File: src/inc/atc_pkg.sv
// Function
// - the sampling timer runs alone in normal counting mode, never synchronised with other channels.
// - the sampling timer counter clears to zero when it matches the period register.
// - period and compare-A registers are loaded with 128, a 129-tick cycle of 33.024 us at 250 MHz.
// - compare registers C to F hold 104 (26.624 us at 250 MHz) and their matches drive no pin and no interrupt.
// - the four timer pins keep their outputs disabled.
// - every compare-A match pulses the conversion start trigger and raises the compare-A interrupt.
// - compare interrupts B to F stay disabled and are never raised.
// - the sampling timer raises no overflow interrupt.
// - the edge counter counts both edges of the external count input.
// - the edge counter compare-A register holds 128.
// - the edge counter raises its compare-A interrupt on each compare-A match.
// - edge counter compare-B holds 10, raises no interrupt, and its output pin stays unused.
// - the edge counter raises an overflow interrupt when it rolls past 255.
package atc_pkg;

  // ****************************************************
  // register map
  // ****************************************************
  localparam logic [7:0] ADDR_CTRL    = 8'h00;
  localparam logic [7:0] ADDR_STATUS  = 8'h04;
  localparam logic [7:0] ADDR_MASK    = 8'h08;
  localparam logic [7:0] ADDR_PERIOD  = 8'h0C;
  localparam logic [7:0] ADDR_CMPA    = 8'h10;
  localparam logic [7:0] ADDR_CMPC    = 8'h14;
  localparam logic [7:0] ADDR_ECMPA   = 8'h18;
  localparam logic [7:0] ADDR_ECMPB   = 8'h1C;
  localparam logic [7:0] ADDR_COUNT   = 8'h20;
  localparam logic [7:0] ADDR_PRIO    = 8'h24;

  // ****************************************************
  // status bit positions
  // ****************************************************
  localparam int ST_SAMP_A  = 0;
  localparam int ST_EDGE_A  = 1;
  localparam int ST_EDGE_OV = 2;
  localparam int ST_W       = 3;

  // ****************************************************
  // reset values and timing
  // ****************************************************
  localparam logic [15:0] PERIOD_RST  = 16'h0080;
  localparam logic [15:0] CMPA_RST    = 16'h0080;
  localparam logic [15:0] CMPCF_RST   = 16'h0068;
  localparam logic [7:0]  ECMPA_RST   = 8'h80;
  localparam logic [7:0]  ECMPB_RST   = 8'h0A;
  localparam logic [1:0]  CTRL_RST    = 2'h3;
  localparam logic [ST_W-1:0] MASK_RST = 3'h7;
  localparam int          PRESCALE    = 64;
  localparam int          CLK_MHZ     = 250;
  localparam int          CYCLE_US    = 125;
  localparam int          CMPCF_US    = 100;
  localparam logic [3:0]  PRIO_SAMP   = 4'hF;
  localparam logic [3:0]  PRIO_EDGE   = 4'hA;

  // ****************************************************
  // carriers
  // ****************************************************
  typedef struct packed {
    logic samp_a;
    logic edge_a;
    logic edge_ov;
  } atc_evt_t;

  typedef struct packed {
    logic [3:0] oe_n;
    logic [3:0] o;
  } atc_pins_t;

endpackage

File: src/rtl/atc_edge_counter.sv
`timescale 1ns/1ns
module atc_edge_counter
  import atc_pkg::*;
#(
  parameter int W = 8
) (
  // clock and reset
  input  wire logic         aclk,
  input  wire logic         aresetn,
  // control
  input  wire logic         enable,
  input  wire logic         pin_sync,
  input  wire logic [W-1:0] cmp_a,
  input  wire logic [W-1:0] cmp_b,
  // state and events
  output logic      [W-1:0] count,
  output logic              match_a,
  output logic              match_b,
  output logic              ovf
);

  logic         prev_r, prev_nxt;
  logic [W-1:0] cnt_r, cnt_nxt;
  logic         ma_r, ma_nxt, mb_r, mb_nxt, ov_r, ov_nxt;
  logic         edge_seen;

  // count on both edges, free running
  always_comb begin
    edge_seen = enable && (pin_sync != prev_r);
    prev_nxt  = pin_sync;
    cnt_nxt   = cnt_r;
    ma_nxt    = 1'b0;
    mb_nxt    = 1'b0;
    ov_nxt    = 1'b0;
    if (edge_seen) begin
      cnt_nxt = cnt_r + 1'b1;
      ov_nxt  = &cnt_r;
      ma_nxt  = (cnt_nxt == cmp_a);
      mb_nxt  = (cnt_nxt == cmp_b);
    end
  end

  // registers
  always_ff @(posedge aclk) begin
    if (!aresetn) begin
      prev_r <= 1'b0;
      cnt_r  <= '0;
      ma_r   <= 1'b0;
      mb_r   <= 1'b0;
      ov_r   <= 1'b0;
    end else begin
      prev_r <= prev_nxt;
      cnt_r  <= cnt_nxt;
      ma_r   <= ma_nxt;
      mb_r   <= mb_nxt;
      ov_r   <= ov_nxt;
    end
  end

  assign count   = cnt_r;
  assign match_a = ma_r;
  assign match_b = mb_r;
  assign ovf     = ov_r;

  // ****************************************************
  // checks
  // ****************************************************
  a_edge_wrap: assert property (@(posedge aclk) disable iff (!aresetn)
    ov_r |-> cnt_r == '0) else $error("overflow without wrap to zero");
  a_edge_step: assert property (@(posedge aclk) disable iff (!aresetn)
    $past(edge_seen) |-> cnt_r == $past(cnt_r) + 1'b1)
    else $error("edge not counted");
  a_edge_nclr: assert property (@(posedge aclk) disable iff (!aresetn)
    ma_r |=> cnt_r == $past(cnt_r) || cnt_r == $past(cnt_r) + 1'b1)
    else $error("counter cleared on match");

endmodule

File: src/rtl/atc_top.sv
`timescale 1ns/1ns
module atc_top
  import atc_pkg::*;
#(
  parameter int TW = 16,
  parameter int EW = 8
) (
  // clock and reset
  input  wire logic        aclk,
  input  wire logic        aresetn,
  // axi4-lite write address
  input  wire logic [7:0]  s_awaddr,
  input  wire logic        s_awvalid,
  output logic             s_awready,
  // axi4-lite write data
  input  wire logic [31:0] s_wdata,
  input  wire logic [3:0]  s_wstrb,
  input  wire logic        s_wvalid,
  output logic             s_wready,
  // axi4-lite write response
  output logic [1:0]       s_bresp,
  output logic             s_bvalid,
  input  wire logic        s_bready,
  // axi4-lite read address
  input  wire logic [7:0]  s_araddr,
  input  wire logic        s_arvalid,
  output logic             s_arready,
  // axi4-lite read data
  output logic [31:0]      s_rdata,
  output logic [1:0]       s_rresp,
  output logic             s_rvalid,
  input  wire logic        s_rready,
  // external count input pin
  input  wire logic        external_count_input,
  // converter trigger and interrupts
  output logic             conversion_start_trigger,
  output logic             compare_a_irq,
  output logic             counter_match_a_irq,
  output logic             counter_overflow_irq,
  output logic             irq,
  // timer pins, outputs disabled
  output atc_pins_t        timer_pins,
  output logic             counter_output_pin,
  output logic             counter_output_pin_oe_n
);

  localparam int PDIV      = PRESCALE;
  localparam int CYC_TICKS = CYCLE_US * CLK_MHZ;

  // ****************************************************
  // input synchroniser
  // ****************************************************
  logic sync1_r, sync2_r;
  always_ff @(posedge aclk) begin
    if (!aresetn) begin
      sync1_r <= 1'b0;
      sync2_r <= 1'b0;
    end else begin
      sync1_r <= external_count_input;
      sync2_r <= sync1_r;
    end
  end

  // ****************************************************
  // register state
  // ****************************************************
  logic [1:0]      ctrl_r, ctrl_nxt;
  logic [ST_W-1:0] stat_r, stat_nxt;
  logic [ST_W-1:0] mask_r, mask_nxt;
  logic [TW-1:0]   period_r, period_nxt;
  logic [TW-1:0]   cmpa_r, cmpa_nxt;
  logic [TW-1:0]   cmpcf_r, cmpcf_nxt;
  logic [EW-1:0]   ecmpa_r, ecmpa_nxt;
  logic [EW-1:0]   ecmpb_r, ecmpb_nxt;

  // ****************************************************
  // bus handshake state
  // ****************************************************
  logic       aw_has_r, aw_has_nxt, w_has_r, w_has_nxt;
  logic [7:0] aw_addr_r, aw_addr_nxt;
  logic [31:0] w_data_r, w_data_nxt;
  logic [3:0] w_strb_r, w_strb_nxt;
  logic       bvalid_r, bvalid_nxt, rvalid_r, rvalid_nxt;
  logic [1:0] bresp_r, bresp_nxt, rresp_r, rresp_nxt;
  logic [31:0] rdata_r, rdata_nxt;
  logic       do_write;

  // ****************************************************
  // sampling timer state
  // ****************************************************
  logic [5:0]    div_r, div_nxt;
  logic          tick_r, tick_nxt;
  logic [TW-1:0] counter_value_r, counter_value_nxt;
  logic          trig_r, trig_nxt;
  logic          cmpc_hit;

  // ****************************************************
  // edge counter and events
  // ****************************************************
  logic [EW-1:0] ecount;
  logic          e_ma, e_mb, e_ov;
  atc_evt_t      evt;
  logic          irq_r, irq_nxt;
  logic          cma_r, cma_nxt, eov_r, eov_nxt, sir_r, sir_nxt;

  atc_edge_counter #(.W(EW)) u_edge (
    .aclk     (aclk),
    .aresetn  (aresetn),
    .enable   (ctrl_r[1]),
    .pin_sync (sync2_r),
    .cmp_a    (ecmpa_r),
    .cmp_b    (ecmpb_r),
    .count    (ecount),
    .match_a  (e_ma),
    .match_b  (e_mb),
    .ovf      (e_ov)
  );

  // merge a byte-laned write into a register
  function automatic logic [31:0] merge(input logic [31:0] old,
                                        input logic [31:0] d,
                                        input logic [3:0]  s);
    logic [31:0] r;
    r = old;
    for (int i = 0; i < 4; i++) begin
      if (s[i]) r[i*8 +: 8] = d[i*8 +: 8];
    end
    return r;
  endfunction

  // decode of mapped addresses, shared by read and write
  function automatic logic mapped(input logic [7:0] a);
    return a == ADDR_CTRL || a == ADDR_STATUS || a == ADDR_MASK ||
           a == ADDR_PERIOD || a == ADDR_CMPA || a == ADDR_CMPC ||
           a == ADDR_ECMPA || a == ADDR_ECMPB || a == ADDR_COUNT ||
           a == ADDR_PRIO;
  endfunction

  // sampling timer: divide by 64, count on falling edge of slow clock
  always_comb begin
    div_nxt  = ctrl_r[0] ? 6'(div_r + 1'b1) : 6'h00;
    tick_nxt = ctrl_r[0] && (div_r == 6'(PDIV - 1));
    counter_value_nxt = counter_value_r;
    trig_nxt = 1'b0;
    if (tick_r) begin
      if (counter_value_r == period_r) counter_value_nxt = '0;
      else counter_value_nxt = counter_value_r + 1'b1;
      trig_nxt = (counter_value_r == cmpa_r);
    end
  end
  // compare C..F matches go nowhere but the compare-C register readback
  assign cmpc_hit = (counter_value_r == cmpcf_r);

  always_ff @(posedge aclk) begin
    if (!aresetn) begin
      div_r  <= 6'h00;
      tick_r <= 1'b0;
      counter_value_r <= '0;
      trig_r <= 1'b0;
    end else begin
      div_r  <= div_nxt;
      tick_r <= tick_nxt;
      counter_value_r <= counter_value_nxt;
      trig_r <= trig_nxt;
    end
  end

  // bus slave: capture aw/w in any order, respond once both held
  assign do_write = aw_has_r && w_has_r && !bvalid_r;
  always_comb begin
    aw_has_nxt  = aw_has_r;
    aw_addr_nxt = aw_addr_r;
    w_has_nxt   = w_has_r;
    w_data_nxt  = w_data_r;
    w_strb_nxt  = w_strb_r;
    bvalid_nxt  = bvalid_r;
    bresp_nxt   = bresp_r;
    rvalid_nxt  = rvalid_r;
    rresp_nxt   = rresp_r;
    rdata_nxt   = rdata_r;
    if (s_awvalid && !aw_has_r) begin
      aw_has_nxt  = 1'b1;
      aw_addr_nxt = s_awaddr;
    end
    if (s_wvalid && !w_has_r) begin
      w_has_nxt  = 1'b1;
      w_data_nxt = s_wdata;
      w_strb_nxt = s_wstrb;
    end
    if (do_write) begin
      aw_has_nxt = 1'b0;
      w_has_nxt  = 1'b0;
      bvalid_nxt = 1'b1;
      bresp_nxt  = mapped(aw_addr_r) ? 2'h0 : 2'h2;
    end
    if (bvalid_r && s_bready) bvalid_nxt = 1'b0;
    if (s_arvalid && !rvalid_r) begin
      rvalid_nxt = 1'b1;
      rresp_nxt  = mapped(s_araddr) ? 2'h0 : 2'h2;
      unique case (s_araddr)
        ADDR_CTRL:   rdata_nxt = 32'(ctrl_r);
        ADDR_STATUS: rdata_nxt = 32'(stat_r);
        ADDR_MASK:   rdata_nxt = 32'(mask_r);
        ADDR_PERIOD: rdata_nxt = 32'(period_r);
        ADDR_CMPA:   rdata_nxt = 32'(cmpa_r);
        ADDR_CMPC:   rdata_nxt = {15'h0000, cmpc_hit, cmpcf_r};
        ADDR_ECMPA:  rdata_nxt = 32'(ecmpa_r);
        ADDR_ECMPB:  rdata_nxt = {23'h000000, e_mb, ecmpb_r};
        ADDR_COUNT:  rdata_nxt = {8'h00, ecount, counter_value_r};
        ADDR_PRIO:   rdata_nxt = {24'h000000, PRIO_EDGE, PRIO_SAMP};
        default:     rdata_nxt = 32'h0000_0000;
      endcase
    end else if (rvalid_r && s_rready) begin
      rvalid_nxt = 1'b0;
    end
  end

  // register file: writes, sticky status with set over clear
  always_comb begin
    logic [31:0] m;
    m          = merge(32'h0000_0000, w_data_r, w_strb_r);
    ctrl_nxt   = ctrl_r;
    mask_nxt   = mask_r;
    period_nxt = period_r;
    cmpa_nxt   = cmpa_r;
    cmpcf_nxt  = cmpcf_r;
    ecmpa_nxt  = ecmpa_r;
    ecmpb_nxt  = ecmpb_r;
    stat_nxt   = stat_r;
    if (do_write) begin
      unique case (aw_addr_r)
        ADDR_CTRL:   ctrl_nxt = 2'(merge(32'(ctrl_r), w_data_r, w_strb_r));
        ADDR_STATUS: stat_nxt = stat_r & ~m[ST_W-1:0];
        ADDR_MASK:   mask_nxt = ST_W'(merge(32'(mask_r), w_data_r, w_strb_r));
        ADDR_PERIOD: period_nxt = TW'(merge(32'(period_r), w_data_r,
                                            w_strb_r));
        ADDR_CMPA:   cmpa_nxt = TW'(merge(32'(cmpa_r), w_data_r, w_strb_r));
        ADDR_CMPC:   cmpcf_nxt = TW'(merge(32'(cmpcf_r), w_data_r, w_strb_r));
        ADDR_ECMPA:  ecmpa_nxt = EW'(merge(32'(ecmpa_r), w_data_r, w_strb_r));
        ADDR_ECMPB:  ecmpb_nxt = EW'(merge(32'(ecmpb_r), w_data_r, w_strb_r));
        default:     ;
      endcase
    end
    // only compare-A and edge A/overflow events set status (B..F none)
    evt.samp_a  = trig_r;
    evt.edge_a  = e_ma;
    evt.edge_ov = e_ov;
    stat_nxt    = stat_nxt | ST_W'({evt.edge_ov, evt.edge_a, evt.samp_a});
    irq_nxt     = |(stat_nxt & mask_nxt);
    sir_nxt     = stat_nxt[ST_SAMP_A] & mask_nxt[ST_SAMP_A];
    cma_nxt     = stat_nxt[ST_EDGE_A] & mask_nxt[ST_EDGE_A];
    eov_nxt     = stat_nxt[ST_EDGE_OV] & mask_nxt[ST_EDGE_OV];
  end

  always_ff @(posedge aclk) begin
    if (!aresetn) begin
      ctrl_r    <= CTRL_RST;
      stat_r    <= '0;
      mask_r    <= MASK_RST;
      period_r  <= PERIOD_RST;
      cmpa_r    <= CMPA_RST;
      cmpcf_r   <= CMPCF_RST;
      ecmpa_r   <= ECMPA_RST;
      ecmpb_r   <= ECMPB_RST;
      irq_r     <= 1'b0;
      cma_r     <= 1'b0;
      eov_r     <= 1'b0;
      sir_r     <= 1'b0;
      aw_has_r  <= 1'b0;
      aw_addr_r <= 8'h00;
      w_has_r   <= 1'b0;
      w_data_r  <= 32'h0000_0000;
      w_strb_r  <= 4'h0;
      bvalid_r  <= 1'b0;
      bresp_r   <= 2'h0;
      rvalid_r  <= 1'b0;
      rresp_r   <= 2'h0;
      rdata_r   <= 32'h0000_0000;
    end else begin
      ctrl_r    <= ctrl_nxt;
      stat_r    <= stat_nxt;
      mask_r    <= mask_nxt;
      period_r  <= period_nxt;
      cmpa_r    <= cmpa_nxt;
      cmpcf_r   <= cmpcf_nxt;
      ecmpa_r   <= ecmpa_nxt;
      ecmpb_r   <= ecmpb_nxt;
      irq_r     <= irq_nxt;
      cma_r     <= cma_nxt;
      eov_r     <= eov_nxt;
      sir_r     <= sir_nxt;
      aw_has_r  <= aw_has_nxt;
      aw_addr_r <= aw_addr_nxt;
      w_has_r   <= w_has_nxt;
      w_data_r  <= w_data_nxt;
      w_strb_r  <= w_strb_nxt;
      bvalid_r  <= bvalid_nxt;
      bresp_r   <= bresp_nxt;
      rvalid_r  <= rvalid_nxt;
      rresp_r   <= rresp_nxt;
      rdata_r   <= rdata_nxt;
    end
  end

  // outputs straight from flops; pins held disabled
  assign s_awready = !aw_has_r;
  assign s_wready  = !w_has_r;
  assign s_bvalid  = bvalid_r;
  assign s_bresp   = bresp_r;
  assign s_arready = !rvalid_r;
  assign s_rvalid  = rvalid_r;
  assign s_rresp   = rresp_r;
  assign s_rdata   = rdata_r;
  assign conversion_start_trigger = trig_r;
  assign compare_a_irq            = sir_r;
  assign counter_match_a_irq      = cma_r;
  assign counter_overflow_irq     = eov_r;
  assign irq                      = irq_r;
  assign timer_pins.oe_n          = 4'hF;
  assign timer_pins.o             = 4'h0;
  assign counter_output_pin       = 1'b0;
  assign counter_output_pin_oe_n  = 1'b1;

  // ****************************************************
  // checks
  // ****************************************************
  a_period_clear: assert property (@(posedge aclk) disable iff (!aresetn)
    tick_r && counter_value_r == period_r |=> counter_value_r == '0)
    else $error("counter did not clear at period");
  a_trig_match: assert property (@(posedge aclk) disable iff (!aresetn)
    tick_r && counter_value_r == cmpa_r |=> trig_r ##1 stat_r[ST_SAMP_A])
    else $error("compare-A trigger or status missing");
  a_tick_space: assert property (@(posedge aclk) disable iff (!aresetn)
    tick_r |=> !tick_r [*8]) else $error("prescale tick too close");
  a_pins_off: assert property (@(posedge aclk) disable iff (!aresetn)
    timer_pins.oe_n == 4'hF && counter_output_pin_oe_n)
    else $error("timer pin driven");
  a_irq_level: assert property (@(posedge aclk) disable iff (!aresetn)
    irq_r == |(stat_r & mask_r)) else $error("irq level wrong");
  a_trig_only_a: assert property (@(posedge aclk) disable iff (!aresetn)
    trig_r |-> $past(tick_r) && $past(counter_value_r) == $past(cmpa_r))
    else $error("trigger without compare-A");
  a_ov_flag: assert property (@(posedge aclk) disable iff (!aresetn)
    e_ov |=> stat_r[ST_EDGE_OV]) else $error("overflow not latched");

endmodule

File: config.mk
export PLATFORM = sky130hd
export DESIGN_NAME = atc_top
export DESIGN_NICKNAME = d
export VERILOG_FILES = /design/src/inc/atc_pkg.sv /design/src/rtl/atc_edge_counter.sv /design/src/rtl/atc_top.sv
export SDC_FILE = /design/constraint.sdc
export NUM_CORES = 1
export LEC_CHECK = 0
export BUFFER_PORTS_ARGS = -buffer_cell sky130_fd_sc_hd__buf_2
export CAP_MARGIN = 20
export CORE_MARGIN = 2
export CORE_UTILIZATION = 62
export DETAILED_ROUTE_END_ITERATION = 8
export GPL_TIMING_DRIVEN = 0
export PLACE_DENSITY = 0.85
export SETUP_SLACK_MARGIN = 0.2
export SYNTH_ARGS = -nofsm -noshare
export SYNTH_HDL_FRONTEND = slang
export SYNTH_SLANG_ARGS = --single-unit
File: constraint.sdc
create_clock -name aclk -period 3 [get_ports aclk]
set_input_delay 0.6 -clock aclk [delete_from_list [all_inputs] [get_ports aclk]]
set_output_delay 0.6 -clock aclk [all_outputs]
set_load 0.05 [all_outputs]
==> results.md <==
- Non-filler cells, final: 1,246
- RD Place Congestion: 0.939
- Clock transition at path regs: 70 ps
- First-pass GRT wire length: roughly 35,000 microns
- Drt total wl: between 20,000 and 25,000 microns
- CP arrival: 2770 ps
- Syn Inst Count: 944
- DR pass1 iterations: 6
- Max transition margin: 0.340
- Die Y-Extent: 120 microns
- Hold crit path type: in2reg
- Buffers added on ports: between 70 and 80
- Routed len/inst: 17.5 microns
- Fillers: a little over 1k
- Clock Tree Buf Depth: 2
- Residual DRC: 0
- Layout cell share with drive strength beyond 1: 0.159
- Post-DRT Antenna Nets: 0
- F_max: 407 MHz
- Vias in the first global route: about 6.6k
- Post-synth top flop: dfxtp_1
- Postcts setup bufs: 0
- Area growth syn-to-layout: 15.0%
- Syn. warnings: 0
- Fin Hold WS: ~370 ps
- Post-CTS Hold Fix Bufs: 0
- Fin. Hold Viols: 0
- Total global-route track usage: 0.310
- Dpl hpwl: between 15,000 and 20,000 microns
- Final min period: roughly 2500 ps
- Tcrit/Tclk final: 0.818
- Initial DRC Count: 699
- Ys async rst share: 0
- Synthesis-stage register bit count: 170
- Routed via count: ~7.2k
- Nets: roughly 1.1k
- Initial Util: 0.634
- Status: finished clean
- Most common library cell in the layout ignoring fill and taps: dfxtp_1
- RSZ-0062 raised after global routing: false
- Die footprint: approximately 14,000 sq um
- PwrDens: between 500 and 600 nW/um^2
- Gr ovfl total: 0
- CTS tree: done
- Crit. End Element: flop
- Lkg Pwr: between 3 and 4 nW
- Final Setup Violations: 0
- Setup tns final: 0 ps
- H-tree depth: 4
- Top cell family by delay on the critical path: buffers and inverters
- Syn Std Cell Area: ~8400 sq um
- Area of the multi-input gates: between 4000 and 5000 sq um
- Worst Tran Pin Value: a little under 1000 ps
- Synth cell types: 64
- Count of pins over their slew limit: 0
- Data required, critical path: about 3300 ps
- DIE WIDTH: 120 microns
- Commonest non-fill, non-tap cells in the layout: 170 x dfxtp_1, 123 x nand2_1, 93 x buf_2
- EDFF count, synth: 0
- Cts repair resizes: 0
- CP max stage cell: o21ai_1
- Sequential Area: roughly 3400 sq um
- Crit-path cells: clkbuf_1 > xor2_1 > nor4_1 > nand4_1 > o21ai_1 > buf_2 > nor2_1
- # diodes: 0
- Post-synthesis sequential area ratio: 0.407
- Crit-path max cell delay: around 490 ps
- Io pins: ~120
- Worst VDD drop: 0.000418 V
- CTS buffer count: 17
- Placed insts: between 1k and 1.5k
- Initial antenna violation count: 0
- CORE AREA: roughly 13,000 sq um
- CP max FO: 10
- Critical path class: reg2reg
- Buf+Inv Stages, Crit Path: 2
- Vias per cell: 5.76
- Syn avg cell area: 8.86 sq um
- Largest net degree at the start of global routing: 17
- Max-Cap Viols: 0
- Root Driver: clkbuf_16
- Worst skew pair latency: 430 ps
- Site Rows: 42
- Sink Count: 170
- Nature of the critical path startpoint: flop
- Clock skew: roughly 6.4 ps
## per-stage QoR
step / utilization / total power [mW] / cell area, sq um / worst slack, ps
floorplan: - / 2.66 / 8430 / 967
global placement: 0.685 / 2.77 / 9030 / 535
detailed placement: 0.685 / 2.78 / 9030 / 520
CTS: 0.729 / 4.91 / 9620 / 622
global route: 0.729 / 5.07 / 9620 / 445
finish: 0.729 / 4.90 / 9620 / 545
## path summary, 6_finish.rpt
| check | start | slack (ps) | cells after the start | end |
|---|---|---|---|---|
| worst max-delay path | counter_value_r[1] | 550 | 7 | counter_value_r[2] |
| worst min-delay path | external_count_input | 370 | 2 | sync1_r |
| worst max register to register | counter_value_r[1] | 550 | 7 | counter_value_r[2] |
| worst min register to register | sync1_r | 440 | 1 | sync2_r |
## area by class of cell
cell class,instances,area share
clock buffer,19,0.0471
inverter,12,0.00468
buffer,89,0.0455
sequential,170,0.354
timing repair buffer,76,0.0395
clock inverter,13,0.0138
tap,176,0.0229
multi-input combinational,691,0.473
## flip-flops by register name, indices dropped and copies added (netlist names), 6 cells and up
signal,flops
w_data_r,16
aw_addr_r,8
cmpa_r,16
u_edge.count,8
counter_value_r,16
cmpcf_r,16
s_rdata,24
ecmpa_r,8
ecmpb_r,8
div_r,6
period_r,16
## logic make-up after synthesis
kind of cell	synth area share
XOR/XNOR	0.0990
adder cells (fa/ha/maj)	0.00449
buffers and inverters	0.0577
other	0.000898
AND/OR/NAND/NOR	0.210
multiplexers	0.0829
flip-flops	0.407
AO/OA/AOI/OAI	0.138
## cell usage after synthesis, types with 10 or more instances
cell      count  share of area
a21boi_0     41          0.037
a21oi_1      10         0.0060
and2_1       10         0.0075
buf_2        17          0.010
buf_4        22          0.020
clkbuf_1     50          0.022
dfxtp_1     170           0.41
inv_1        12         0.0054
mux2i_1      58          0.069
nand2_1     123          0.055
nand3_1      24          0.014
nand4_1      16          0.012
nor2_1       44          0.020
nor2b_1      58          0.043
nor3_1       12         0.0072
nor4_1       10         0.0075
o21ai_0      57          0.034
xnor2_1      59          0.062
xor2_1       33          0.035
## power by group
group,internal (mW),leakage (nW),switching [mW]
Combinational,0.134,2.08,0.272
Sequential,2.29,1.38,0.0393
Clock,1.21,0.281,0.959
## per-layer routing
| metal | vias to the layer above | wire (microns) | part of all wire | global-route usage |
|---|---|---|---|---|
| li1 | 3438 | - | - | - |
| met2 | 374 | 9450 | 0.43 | 0.453 |
| met5 | - | 0 | 0 | 0 |
| met1 | 3306 | 9550 | 0.44 | 0.431 |
| met3 | 60 | 2070 | 0.094 | 0.0765 |
| met4 | 0 | 806 | 0.037 | 0.145 |
(Power assumes the default switching activity.)
